### src/design/gpo_defines.svh
// Register offsets, field positions, reset values and timing constants of the gesture pulse configuration.
`ifndef GPO_DEFINES_SVH
`define GPO_DEFINES_SVH

`define GPO_CLK_PERIOD_NS 10

`define GPO_ADDR_NORTH 8'hA4
`define GPO_ADDR_SOUTH 8'hA5
`define GPO_ADDR_SHAPE 8'hA6
`define GPO_ADDR_WEST 8'hA7
`define GPO_ADDR_EAST 8'hA9

`define GPO_OFFSET_RST 8'h00
`define GPO_SHAPE_RST 8'h00

`define GPO_SIGN_BIT 7
`define GPO_MAG_MSB 6
`define GPO_PLEN_MSB 7
`define GPO_PLEN_LSB 6
`define GPO_PCNT_MSB 5
`define GPO_PCNT_LSB 0

`define GPO_WAIT_STEP_NS 2800000
`define GPO_WAIT_MULT_0 4'h0
`define GPO_WAIT_MULT_1 4'h1
`define GPO_WAIT_MULT_2 4'h2
`define GPO_WAIT_MULT_3 4'h3
`define GPO_WAIT_MULT_4 4'h5
`define GPO_WAIT_MULT_5 4'h8
`define GPO_WAIT_MULT_6 4'hB
`define GPO_WAIT_MULT_7 4'hE

`define GPO_PLEN_BASE_NS 4000
`define GPO_PLEN_BASE_CYC ((`GPO_PLEN_BASE_NS + `GPO_CLK_PERIOD_NS - 1) / `GPO_CLK_PERIOD_NS)
`define GPO_LED_MARGIN_NS 1330
`define GPO_LED_MARGIN_CYC ((`GPO_LED_MARGIN_NS + `GPO_CLK_PERIOD_NS - 1) / `GPO_CLK_PERIOD_NS)
`define GPO_PULSE_GAP_NS 4000
`define GPO_PULSE_GAP_CYC ((`GPO_PULSE_GAP_NS + `GPO_CLK_PERIOD_NS - 1) / `GPO_CLK_PERIOD_NS)

`endif

### src/design/gpo_pkg.sv
// Types shared by the gesture pulse configuration modules.
package gpo_pkg;
    typedef logic [7:0] gpo_byte_t;
    typedef enum logic [1:0] {
        GPO_S_IDLE,
        GPO_S_ON,
        GPO_S_OFF,
        GPO_S_WAIT
    } gpo_state_t;
endpackage

### src/design/gpo_chan_if.sv
// Carrier between the top and one photodiode channel offset scaler.
interface gpo_chan_if;
    gpo_pkg::gpo_byte_t offset_code;
    gpo_pkg::gpo_byte_t raw;
    logic raw_valid;
    gpo_pkg::gpo_byte_t corr;
    logic corr_valid;
    modport host (output offset_code, output raw, output raw_valid, input corr, input corr_valid);
    modport scaler (input offset_code, input raw, input raw_valid, output corr, output corr_valid);
endinterface

### src/design/gpo_top.sv
// Gesture pulse, wait and crosstalk offset configuration with the LED pulse sequencer.
`include "gpo_defines.svh"
// Summary of operation
// [RULE1] A three-bit wait code picks 0 to 39.2 ms idle between gesture cycles.
// [RULE2] Software should set the wait code before enabling the gesture engine.
// [RULE3] Integration lasts the programmed width; the LED stays on 1.33 us longer.
// [RULE4] Each directional offset is sign/magnitude: bit 7 negative, bits 6..0 magnitude.
// [RULE5] Each offset scales a correction applied to its own photodiode channel.
// [RULE6] Pulse width code 0..3 gives 4, 8, 16 or 32 us of integration time.
// [RULE7] Each gesture cycle emits the pulse count field plus one LED pulses.
// [RULE8] A sign-set zero-magnitude offset gives zero correction, like all zeros.
module gpo_top #(
    parameter int WAIT_STEP_CYC = `GPO_WAIT_STEP_NS / `GPO_CLK_PERIOD_NS,
    parameter int CORR_SHIFT = 0
) (
    input wire logic clk,
    input wire logic rst_b,
    input wire logic ce,
    input wire logic [7:0] reg_addr,
    input wire logic reg_wr,
    input wire logic [7:0] reg_wdata,
    output logic [7:0] reg_rdata,
    input wire logic [2:0] cycle_wait_code,
    input wire logic motion_engine_enable,
    input wire logic [31:0] pd_raw,
    input wire logic [3:0] pd_raw_valid,
    output logic [31:0] pd_corr,
    output logic [3:0] pd_corr_valid,
    output logic led_sink_pin,
    output logic integ_window
);
    localparam logic [3:0] WAIT_MULT [0:7] = '{`GPO_WAIT_MULT_0, `GPO_WAIT_MULT_1, `GPO_WAIT_MULT_2,
        `GPO_WAIT_MULT_3, `GPO_WAIT_MULT_4, `GPO_WAIT_MULT_5, `GPO_WAIT_MULT_6, `GPO_WAIT_MULT_7};
    localparam logic [15:0] BASE_CYC = 16'(`GPO_PLEN_BASE_CYC);
    localparam logic [15:0] MARGIN_CYC = 16'(`GPO_LED_MARGIN_CYC);
    localparam logic [23:0] GAP_CYC = 24'(`GPO_PULSE_GAP_CYC);

    logic rst_meta_ff;
    logic rst_sync_b;
    always_ff @(posedge clk or negedge rst_b) begin
        if (!rst_b) begin
            rst_meta_ff <= 1'b0;
            rst_sync_b <= 1'b0;
        end else begin
            rst_meta_ff <= 1'b1;
            rst_sync_b <= rst_meta_ff;
        end
    end

    gpo_pkg::gpo_byte_t north_crosstalk_offset_ff;
    gpo_pkg::gpo_byte_t south_crosstalk_offset_ff;
    gpo_pkg::gpo_byte_t west_crosstalk_offset_ff;
    gpo_pkg::gpo_byte_t east_crosstalk_offset_ff;
    gpo_pkg::gpo_byte_t led_pulse_shape_ff;
    logic [7:0] reg_rdata_ff;

    wire logic wr_north = reg_wr && (reg_addr == `GPO_ADDR_NORTH);
    wire logic wr_south = reg_wr && (reg_addr == `GPO_ADDR_SOUTH);
    wire logic wr_shape = reg_wr && (reg_addr == `GPO_ADDR_SHAPE);
    wire logic wr_west = reg_wr && (reg_addr == `GPO_ADDR_WEST);
    wire logic wr_east = reg_wr && (reg_addr == `GPO_ADDR_EAST);
    // Unmapped addresses read as zero.
    wire logic [7:0] nxt_rdata =
        (reg_addr == `GPO_ADDR_NORTH) ? north_crosstalk_offset_ff :
        (reg_addr == `GPO_ADDR_SOUTH) ? south_crosstalk_offset_ff :
        (reg_addr == `GPO_ADDR_SHAPE) ? led_pulse_shape_ff :
        (reg_addr == `GPO_ADDR_WEST) ? west_crosstalk_offset_ff :
        (reg_addr == `GPO_ADDR_EAST) ? east_crosstalk_offset_ff : 8'h00;

    always_ff @(posedge clk or negedge rst_sync_b) begin
        if (!rst_sync_b) begin
            north_crosstalk_offset_ff <= `GPO_OFFSET_RST;
            south_crosstalk_offset_ff <= `GPO_OFFSET_RST;
            west_crosstalk_offset_ff <= `GPO_OFFSET_RST;
            east_crosstalk_offset_ff <= `GPO_OFFSET_RST;
            led_pulse_shape_ff <= `GPO_SHAPE_RST;
            reg_rdata_ff <= 8'h00;
        end else if (ce) begin
            if (wr_north) north_crosstalk_offset_ff <= reg_wdata;
            if (wr_south) south_crosstalk_offset_ff <= reg_wdata;
            if (wr_west) west_crosstalk_offset_ff <= reg_wdata;
            if (wr_east) east_crosstalk_offset_ff <= reg_wdata;
            if (wr_shape) led_pulse_shape_ff <= reg_wdata;
            reg_rdata_ff <= nxt_rdata;
        end
    end
    assign reg_rdata = reg_rdata_ff;

    // Channel order is north, south, west, east.
    wire gpo_pkg::gpo_byte_t offs [0:3] = '{north_crosstalk_offset_ff, south_crosstalk_offset_ff,
        west_crosstalk_offset_ff, east_crosstalk_offset_ff};
    gpo_chan_if chan [0:3] ();
    genvar gi;
    generate
        for (gi = 0; gi < 4; gi++) begin : g_chan
            assign chan[gi].offset_code = offs[gi]; // RULE5
            assign chan[gi].raw = pd_raw[gi*8 +: 8];
            assign chan[gi].raw_valid = pd_raw_valid[gi];
            assign pd_corr[gi*8 +: 8] = chan[gi].corr;
            assign pd_corr_valid[gi] = chan[gi].corr_valid;
            gpo_offset_scale #(.CORR_SHIFT(CORR_SHIFT)) u_scale (
                .clk(clk),
                .rst_sync_b(rst_sync_b),
                .ce(ce),
                .ch(chan[gi])
            );
        end
    endgenerate

    gpo_pkg::gpo_state_t state_ff;
    gpo_pkg::gpo_state_t nxt_state;
    logic [23:0] cnt_ff;
    logic [23:0] nxt_cnt;
    logic [5:0] pulse_idx_ff;
    logic [5:0] nxt_pulse_idx;
    logic [7:0] shape_lat_ff;
    logic [23:0] wait_tgt_ff;
    logic led_ff;
    logic integ_ff;

    // The shape is latched per gesture cycle so a write mid-cycle never tears a pulse train.
    wire logic cycle_start = (nxt_state == gpo_pkg::GPO_S_ON) &&
        (state_ff == gpo_pkg::GPO_S_IDLE || state_ff == gpo_pkg::GPO_S_WAIT);
    wire logic [7:0] shape_use = cycle_start ? led_pulse_shape_ff : shape_lat_ff;
    wire logic [15:0] width_cyc = 16'(BASE_CYC << shape_lat_ff[`GPO_PLEN_MSB:`GPO_PLEN_LSB]); // RULE6
    wire logic [15:0] on_cyc = width_cyc + MARGIN_CYC; // RULE3
    wire logic [15:0] nxt_width_cyc = 16'(BASE_CYC << shape_use[`GPO_PLEN_MSB:`GPO_PLEN_LSB]);
    wire logic [5:0] pcnt = shape_lat_ff[`GPO_PCNT_MSB:`GPO_PCNT_LSB];
    wire logic [23:0] wait_tgt = 24'(32'(WAIT_MULT[cycle_wait_code]) * WAIT_STEP_CYC); // RULE1
    // A zero wait still spends one cycle in the wait state.
    wire logic [23:0] wait_last = (wait_tgt_ff == 24'h0) ? 24'h0 : wait_tgt_ff - 24'h1;

    always_comb begin
        nxt_state = state_ff;
        nxt_cnt = cnt_ff + 24'h1;
        nxt_pulse_idx = pulse_idx_ff;
        case (state_ff)
            gpo_pkg::GPO_S_IDLE: begin
                nxt_cnt = 24'h0;
                nxt_pulse_idx = 6'h00;
                if (motion_engine_enable) nxt_state = gpo_pkg::GPO_S_ON;
            end
            gpo_pkg::GPO_S_ON: begin
                if (cnt_ff == {8'h00, on_cyc} - 24'h1) begin
                    nxt_state = gpo_pkg::GPO_S_OFF;
                    nxt_cnt = 24'h0;
                end
            end
            gpo_pkg::GPO_S_OFF: begin
                if (cnt_ff == GAP_CYC - 24'h1) begin
                    nxt_cnt = 24'h0;
                    if (pulse_idx_ff == pcnt) begin // RULE7
                        nxt_state = gpo_pkg::GPO_S_WAIT;
                    end else begin
                        nxt_state = gpo_pkg::GPO_S_ON;
                        nxt_pulse_idx = pulse_idx_ff + 6'h01;
                    end
                end
            end
            gpo_pkg::GPO_S_WAIT: begin
                if (cnt_ff == wait_last) begin // RULE1
                    nxt_state = gpo_pkg::GPO_S_ON;
                    nxt_cnt = 24'h0;
                    nxt_pulse_idx = 6'h00;
                end
            end
            default: begin
                nxt_state = gpo_pkg::GPO_S_IDLE;
                nxt_cnt = 24'h0;
            end
        endcase
        if (!motion_engine_enable) begin
            nxt_state = gpo_pkg::GPO_S_IDLE;
            nxt_cnt = 24'h0;
        end
    end

    wire logic nxt_led = (nxt_state == gpo_pkg::GPO_S_ON);
    // Integration opens with the LED and closes the margin before it goes dark.
    wire logic nxt_integ = nxt_led && (nxt_cnt < {8'h00, nxt_width_cyc}); // RULE3

    always_ff @(posedge clk or negedge rst_sync_b) begin
        if (!rst_sync_b) begin
            state_ff <= gpo_pkg::GPO_S_IDLE;
            cnt_ff <= 24'h0;
            pulse_idx_ff <= 6'h00;
            shape_lat_ff <= `GPO_SHAPE_RST;
            wait_tgt_ff <= 24'h0;
            led_ff <= 1'b0;
            integ_ff <= 1'b0;
        end else if (ce) begin
            state_ff <= nxt_state;
            cnt_ff <= nxt_cnt;
            pulse_idx_ff <= nxt_pulse_idx;
            shape_lat_ff <= shape_use;
            if (nxt_state == gpo_pkg::GPO_S_WAIT && state_ff != gpo_pkg::GPO_S_WAIT) wait_tgt_ff <= wait_tgt;
            led_ff <= nxt_led; // RULE6
            integ_ff <= nxt_integ;
        end
    end
    assign led_sink_pin = led_ff;
    assign integ_window = integ_ff;

    logic [15:0] led_len_ff;
    logic [15:0] integ_len_ff;
    logic [6:0] tally_ff;
    logic [23:0] wait_len_ff;
    always_ff @(posedge clk or negedge rst_sync_b) begin
        if (!rst_sync_b) begin
            led_len_ff <= 16'h0;
            integ_len_ff <= 16'h0;
            tally_ff <= 7'h0;
            wait_len_ff <= 24'h0;
        end else if (ce) begin
            led_len_ff <= led_ff ? led_len_ff + 16'h1 : 16'h0;
            integ_len_ff <= integ_ff ? integ_len_ff + 16'h1 : 16'h0;
            if (state_ff == gpo_pkg::GPO_S_WAIT || state_ff == gpo_pkg::GPO_S_IDLE) tally_ff <= 7'h0;
            else if (state_ff == gpo_pkg::GPO_S_ON && nxt_state == gpo_pkg::GPO_S_OFF) tally_ff <= tally_ff + 7'h1;
            wait_len_ff <= (state_ff == gpo_pkg::GPO_S_WAIT) ? wait_len_ff + 24'h1 : 24'h0;
        end
    end
endmodule

### src/design/gpo_offset_scale.sv
// Applies one sign/magnitude crosstalk offset to one photodiode channel sample.
`include "gpo_defines.svh"
module gpo_offset_scale #(
    parameter int CORR_SHIFT = 0
) (
    input wire logic clk,
    input wire logic rst_sync_b,
    input wire logic ce,
    gpo_chan_if.scaler ch
);
    logic [7:0] corr_ff;
    logic corr_valid_ff;
    wire logic sgn = ch.offset_code[`GPO_SIGN_BIT];
    wire logic [6:0] mag = ch.offset_code[`GPO_MAG_MSB:0];
    // A negative zero code collapses to no correction at all.
    wire logic mag_zero = (mag == 7'h00); // RULE8
    wire logic [9:0] corr_amt = 10'({3'h0, mag} << CORR_SHIFT); // RULE5
    // Positive factor removes crosstalk, negative factor adds it back.
    wire logic [9:0] sum_add = {2'h0, ch.raw} + corr_amt; // RULE4
    wire logic [9:0] sum_sub = {2'h0, ch.raw} - corr_amt; // RULE4
    wire logic [7:0] res_add = (sum_add[9:8] != 2'h0) ? 8'hFF : sum_add[7:0];
    wire logic [7:0] res_sub = sum_sub[9] ? 8'h00 : (sum_sub[8] ? 8'hFF : sum_sub[7:0]);
    wire logic [7:0] nxt_corr = mag_zero ? ch.raw : (sgn ? res_add : res_sub); // RULE8

    always_ff @(posedge clk or negedge rst_sync_b) begin
        if (!rst_sync_b) begin
            corr_ff <= 8'h00;
            corr_valid_ff <= 1'b0;
        end else if (ce) begin
            corr_valid_ff <= ch.raw_valid; // RULE5
            if (ch.raw_valid) begin
                corr_ff <= nxt_corr;
            end
        end
    end

    assign ch.corr = corr_ff;
    assign ch.corr_valid = corr_valid_ff;
endmodule

### config.mk
export PLATFORM = sky130hd
export DESIGN_NAME = gpo_top
export DESIGN_NICKNAME = d
export VERILOG_FILES = /design/src/design/gpo_pkg.sv /design/src/design/gpo_chan_if.sv /design/src/design/gpo_top.sv /design/src/design/gpo_offset_scale.sv
export VERILOG_INCLUDE_DIRS = /design/src /design/src/design
export SDC_FILE = /design/constraint.sdc
export NUM_CORES = 1
export LEC_CHECK = 0
export BUFFER_PORTS_ARGS = -buffer_cell sky130_fd_sc_hd__buf_2
export CAP_MARGIN = 20
export CORE_MARGIN = 1.5
export CORE_UTILIZATION = 60
export CTS_CLUSTER_DIAMETER = 120
export CTS_CLUSTER_SIZE = 40
export DETAILED_ROUTE_END_ITERATION = 10
export PLACE_DENSITY = 0.85
export SYNTH_ARGS = -nofsm -noshare
export SYNTH_HDL_FRONTEND = slang
export SYNTH_HIERARCHICAL = 1
export SYNTH_SLANG_ARGS = --single-unit
### constraint.sdc
create_clock -name clk -period 7.8 [get_ports clk]
set_input_delay 1.95 -clock clk [delete_from_list [all_inputs] [get_ports clk]]
set_output_delay 1.95 -clock clk [all_outputs]
set_load 0.005 [all_outputs]
After elaboration in Yosys (flattened, before gate mapping):

Memories as Yosys holds them, arrays and structs flattened.
Index checks and enable logic that the tools add are counted.

* memory bits (read-only): 32
* memories: 1
* register bits: 145
* memory bits (writable): 0
* word-level logic and storage cells: 138
* output and inout bits: 46
* latch bits: 0

Memory list
* (no name shown): depth 8, bits a word 4, read ports 1, clocked after Yosys merged registers in 0, write ports 0, line gpo_top.sv:129 `wire logic [23:0] wait_tgt = 24'(32'(WAIT_MULT[cycle_wait_code]) * WAIT_STEP_CYC);`

* bitwise gates (word level): 1
* equality and inequality tests: 18
* muxes and demuxes: 44
* shifts and indexed selects: 2
* add/subtract/negate cells: 13
* reductions and logical operators: 32
* $mul: 1
* divide/modulo/power cells: 0
* order comparisons: 2

Operators with widths (number)
* $mux W8: 26
* $mux W24: 5
* $pmux W24 S4: 1
* $eq A24 B24 Y1: 2
* $eq A8 B8 Y1 const B: 5
* $add A8 B7 Y9: 4
* $sub A8 B7 Y9: 4
* $shl A9 B2 Y16 const A: 2
* $logic_not A7 Y1: 4
* $add A24 B1 Y24 const B: 1
* $eq A24 B9 Y1 const B: 1
* $logic_not A24 Y1: 1
* $lt A24 B16 Y1: 1
* $sub A23 B1 Y24 const B: 1
* $reduce_and A2 Y1: 11
* $mux W6: 3
* $pmux W6 S3: 1
* $mul A4 B13 Y17 const B: 1
* $sub A16 B1 Y17 const B: 1
* $add A16 B8 Y16 const B: 1
* $mux W2: 5
* $logic_and A1 B1 Y1: 8
* $mux W4: 2
* $ne A2 B2 Y1 const B: 4
* other kinds (12): 18

Depth between registers and ports, before layout:

* depth after elaboration: 13
* mapped depth: 24

Modules after synthesis:

The synthesis kept the hierarchy.

Modules (own cells, without submodules)
* gpo_top: instances 1, area an instance 7165.6 um^2, cells an instance 740
* gpo_offset_scale (g_chan[0].u_scale ...): instances 3, area an instance 1318.8 um^2, cells an instance 164
* gpo_offset_scale (g_chan[3].u_scale): instances 1, area an instance 1318.8 um^2, cells an instance 167

Worst setup path before layout:

OpenSTA, ideal clock, no wires.

* path type: reg-to-reg
* start: register wait_tgt_ff[6]
* end: register integ_ff (netlist: integ_window)
* clock period less this slack: 5305 ps
* library setup time: 101 ps
* path buffers: 1
* arrival: 5204 ps
* stages on the path, launching flop included: 25
* required time: 7699 ps
* setup slack: 2495 ps
* cell sequence: dfrtp_1 -> inv_1 -> ha_1 -> or3b_1 -> clkbuf_1 -> nor4_4 -> a22oi_1 -> or3_1 -> a221oi_1 -> a41o_4 -> a311oi_4 -> nor3_1 -> mux2i_1 -> ha_1 -> inv_1 -> ha_1 -> o21ai_0 -> nand2b_1 -> a21oi_1 -> nor2b_1 -> o21ai_0 -> nand2b_1 -> a21oi_1 -> o21ai_0 -> o32ai_1

* word-level cells in the longest chain between the ends: 12
* elaborated cells on any way between the ends: 16

Ends and longest elaborated chain
* start: declaration: line gpo_top.sv:117 `logic [23:0] wait_tgt_ff;`
* start signal: assignment: line gpo_top.sv:196 `if (nxt_state == gpo_pkg::GPO_S_WAIT && state_ff != gpo_pkg::GPO_S_WAIT) wait_tgt_ff <= wait_tgt;`
* $sub A23 B1 Y24 / $logic_not A24 Y1 (equally long branches): line gpo_top.sv:131 `wire logic [23:0] wait_last = (wait_tgt_ff == 24'h0) ? 24'h0 : wait_tgt_ff - 24'h1;`
* $mux W24 *: line gpo_top.sv:131
* $eq A24 B24 Y1 *: line gpo_top.sv:161 `if (cnt_ff == wait_last) begin`
* $mux W2: line gpo_top.sv:161
* $pmux W2 S4: line gpo_top.sv:137 `case (state_ff)`
* $mux W2: line gpo_top.sv:172 `if (!motion_engine_enable) begin`
* $eq A2 B1 Y1: line gpo_top.sv:122, gpo_top.sv:178
* $logic_and A1 B1 Y1: line gpo_top.sv:122 `wire logic cycle_start = (nxt_state == gpo_pkg::GPO_S_ON) &&`
* $mux W8: line gpo_top.sv:124 `wire logic [7:0] shape_use = cycle_start ? led_pulse_shape_ff : shape_lat_ff;`
* $shl A9 B2 Y16: line gpo_top.sv:127 `` wire logic [15:0] nxt_width_cyc = 16'(BASE_CYC << shape_use[`GPO_PLEN_MSB:`GPO_PLEN_LSB]); ``
* $lt A24 B16 Y1: line gpo_top.sv:180 `wire logic nxt_integ = nxt_led && (nxt_cnt < {8'h00, nxt_width_cyc});`
* $logic_and A1 B1 Y1 *: line gpo_top.sv:180
* end signal: assignment: line gpo_top.sv:198 `integ_ff <= nxt_integ;`
* end: declaration: line gpo_top.sv:119 `logic integ_ff;`

Mark *: on every way between the ends. The rest lies on a longest branch, timed or not.
A chain may end at the register's enable or synchronous reset.

Worst setup path after layout:

Same ends and word-level chain as after synthesis.

==> impl_metrics.csv <==
group,metric,value,unit
logic_synthesis,syn-num-nets,1567,
timing,final_max_slew_viol_count,0,
timing,fin_skew,0.0106,ns
power_and_ir_drop,pwr_density_cell,153,mW/mm²
cts,cts-root-buf,"clkbuf_16",
logic_synthesis,avgSynthCellArea,8.89,µm²
logic_synthesis,synth_top_area_share,29.2,%
critical_path,slowest_stage,"nor3_1",
logic_synthesis,synthArstFlopShare,100,%
timing,rsz0062_at_grt,"false",
timing,period_share,79.6,%
layout,synthToLayoutAreaGrowth,8.88,%
timing,tightestPinTransition,0.892,ns
grt,antenna_found_initial,1,
logic_synthesis,synth-main-ff-cell,"dfrtp_1",
layout,instances_no_fill,1739,
timing,finalWorstPathRequiredPeriod,6.21,ns
logic_synthesis,yosys-top-cells-area,"dfrtp_1 29%, ha_1 9.9%, mux2_2 5.5%",
detailed_routing,vias,11086,
timing,hold_viol_final,0,
critical_path,crit_chain,"inv_1 > ha_1 > or3b_1 > nor4_4 > and2_1 > o32ai_1 > a2111oi_0 > a41o_4 > a311oi_4 > nor3_1 > mux2i_1 > ha_1 > inv_1 > ha_1 > o21ai_0 > nand2b_1 > a21oi_1 > nor2b_1 > o21ai_0 > nand2b_1 > a21oi_1 > o21ai_0 > o32ai_1",
placement,place_congestion,0.930,
worst_hold_path,min_to,"rst_sync_b",
cts,clkSlewWorstSetupHoldPaths,0.06,ns
logic_synthesis,yosysWarningCount,6,
cts,clock_sinks,145,
worst_hold_path,hp-start,"rst_meta_ff",
grt,grt_pass1_wl,52700,µm
critical_path,critPathRequiredTime,8.13,ns
logic_synthesis,synthCells,1399,
detailed_routing,drc,0,
timing,report.final.setup_viol,0,
logic_synthesis,ys_ff_latch,145,
cts,insertion_delay,0.44,ns
floorplan,row_count,52,
layout,antenna_cells,0,
critical_path,critPathMaxFanout,10,
floorplan,core_region_area,0.0203,mm²
placement,place_inst,1706,
detailed_routing,ant_nets,0,
critical_path,crit_arrival,6.54,ns
logic_synthesis,yosysTopAreaCell,"dfrtp_1",
critical_path,cpPeakStageDelay,0.63,ns
timing,final.setup.tns,0,ns
detailed_routing,drt_iter0_markers,957,
critical_path,cp_num_buf_inv,2,
floorplan,die_width,147,µm
layout,drive_gt1_share,19.0,%
critical_path,path_class,"reg -> reg",
critical_path,r2r-end,"integ_window",
worst_hold_path,holdPathStages,0,
cts,cts_buffer_depth,2,
logic_synthesis,synth_edf_count,0,
logic_synthesis,synth_area,0.0124,mm²
grt,grt_remaining_overflow,0,
cts,htreeDepth,4,
detailed_routing,wl,32100,µm
power_and_ir_drop,p_leak,6.10,nW
cts,cts_hold_buf,0,
power_and_ir_drop,peakVddDrop,146,µV
critical_path,path_delay_family,"simple AND/OR/NAND/NOR gates",
logic_synthesis,yosysSeqAreaShare,29.2,%
placement,io_buffers,105,
critical_path,rrSetupSlack,1.59,ns
cts,cts-resized-gates,0,
cts,cts_tree,"built",
floorplan,die_y,147,µm
floorplan,io_pins,106,
detailed_routing,viasPerCell,6.37,
critical_path,r2r_start,"wait_tgt_ff[6]",
cts,cts_setup_buffers,0,
layout,n_fill_cell,1619,
run_status,outcome,"complete, no violations",
critical_path,endpoint_kind,"register",
detailed_routing,wire_per_inst,18.5,µm
timing,max_slew_margin,39.8,%
job,maxCapViolations,0,
grt,track_usage,29.9,%
grt,grt_pass1_vias,10549,
worst_hold_path,hold_class,"reg -> reg",
floorplan,start_util,61.3,%
cts,cts_buffers,17,
layout,finish.net_count,1624,
detailed_routing,dr.pass1.iters,6,
grt,grt_max_degree,80,
critical_path,crit_path_start_kind,"register",
critical_path,rr_worst_depth,23,
timing,max_freq,161,MHz
placement,hpwl,23100,µm
floorplan,dieArea,0.0216,mm²
logic_synthesis,synthDistinctLibCells,96,
[state kept, by name, summed over array words and instances, names as in the netlist]
name	cells
reg_rdata	8
chan.offset_code	32
rst_meta_ff	1
rst_sync_b	1
shape_lat_ff	8
wait_tgt_ff	17
pulse_idx_ff	6
led_sink_pin	1
g_chan.u_scale/ch.corr_valid	4
integ_window	1
cnt_ff	24
state_ff	2
g_chan.u_scale/ch.corr	32
led_pulse_shape_ff	8
[kinds of logic after synthesis]
logic type	share of synthesized area [%]
and+or+nand+nor	19.2
AOI/OAI and AO/OA	22.0
buffers and inverters	6.18
DFF	29.2
adders and majority gates	11.5
muxes	7.89
xor gates and xnor gates	4.01
other	0.0301
[through the flow]
stage | hold WS, ns | setup WS [ns] | instance area [µm²] | utilization [%] | total power [mW]
finish | 0.359 | 1.59 | 13500 | 66.7 | 2.08
global route | 0.373 | 0.947 | 13500 | 66.7 | 2.16
CTS | 0.362 | 1.64 | 13500 | 66.6 | 2.08
detailed placement | 0.336 | 1.75 | 12900 | 63.6 | 1.22
global placement | 0.344 | 2.03 | 12900 | 63.6 | 1.21
floorplan | 0.331 | 2.50 | 12400 | - | 1.10
[synthesized netlist by cell type (6+ instances only)]
cell type	number
clkbuf_1	41
inv_1	87
nand3b_1	9
a221oi_1	11
nand3_1	36
dfrtp_1	145
o21ai_0	86
nor3_1	26
or4_1	12
xor2_1	16
a21oi_1	90
and2_1	15
nor2b_1	22
mux2_4	8
xnor2_1	41
a21o_1	11
a31oi_1	18
buf_6	13
nor2_2	7
o211ai_1	9
o31ai_1	12
nor4_1	16
or3_1	21
nand2_1	120
a211oi_2	7
nor2_1	79
ha_1	98
nand2b_1	27
mux2i_1	13
a21oi_2	7
o21ai_1	27
buf_2	8
fa_1	10
o22ai_1	6
a211oi_1	15
mux2_2	61
a22o_1	8
nand4_1	9
o21a_1	9
o211ai_2	6
and3_1	15
[power by group]
part	internal, mW	total (mW)	leakage (nW)	switching [mW]
Clock	0.516	0.862	0.290	0.346
Combinational	0.156	0.382	3.90	0.227
Sequential	0.792	0.833	1.91	0.0410
Total	1.46	2.08	6.10	0.613
[routing by layer]
metal  part of all wire, %  global-route usage (%)  vias to the layer above
met5                     0                       0                        -
met4                   2.5                    10.3                        0
met3                   8.1                    5.43                       87
met2                    47                    47.8                      518
met1                    43                    41.1                     5314
li1                      -                       -                     5167
[area by class of cell]
type / count / area [µm²] / share of cell area (%)
multi-input cells: 1090 / 8040 / 59.4
well taps: 270 / 338 / 2.49
clock inverters: 11 / 153 / 1.13
flip-flops and latches: 145 / 3630 / 26.8
repair buffers: 110 / 583 / 4.30
inverters: 92 / 345 / 2.55
clock buffers: 21 / 450 / 3.33
[worst max-delay path by stage]
stage	slack (ns)	startpoint	depth (start not counted)	to
detailed placement	1.75	wait_tgt_ff[6]	23	integ_window
global placement	2.03	wait_tgt_ff[6]	23	integ_window
finish	1.59	wait_tgt_ff[6]	23	integ_window
CTS	1.64	wait_tgt_ff[6]	23	integ_window
global route	0.95	wait_tgt_ff[6]	23	integ_window
floorplan	2.50	wait_tgt_ff[6]	24	integ_window
[placed cells by master, fill, tap and decap left out, drive strengths merged, types with 23 or more instances in the layout]
cell and instances:
nor2 86, mux2 73, nand2b 30, buf 110, ha 98, nand2 123, inv 95, or3 24
nor2b 23, xnor2 41, nand3 36, a21oi 97, nor3 27, dfrtp 145, o21ai 116
Power figures use the tool's default switching activity.
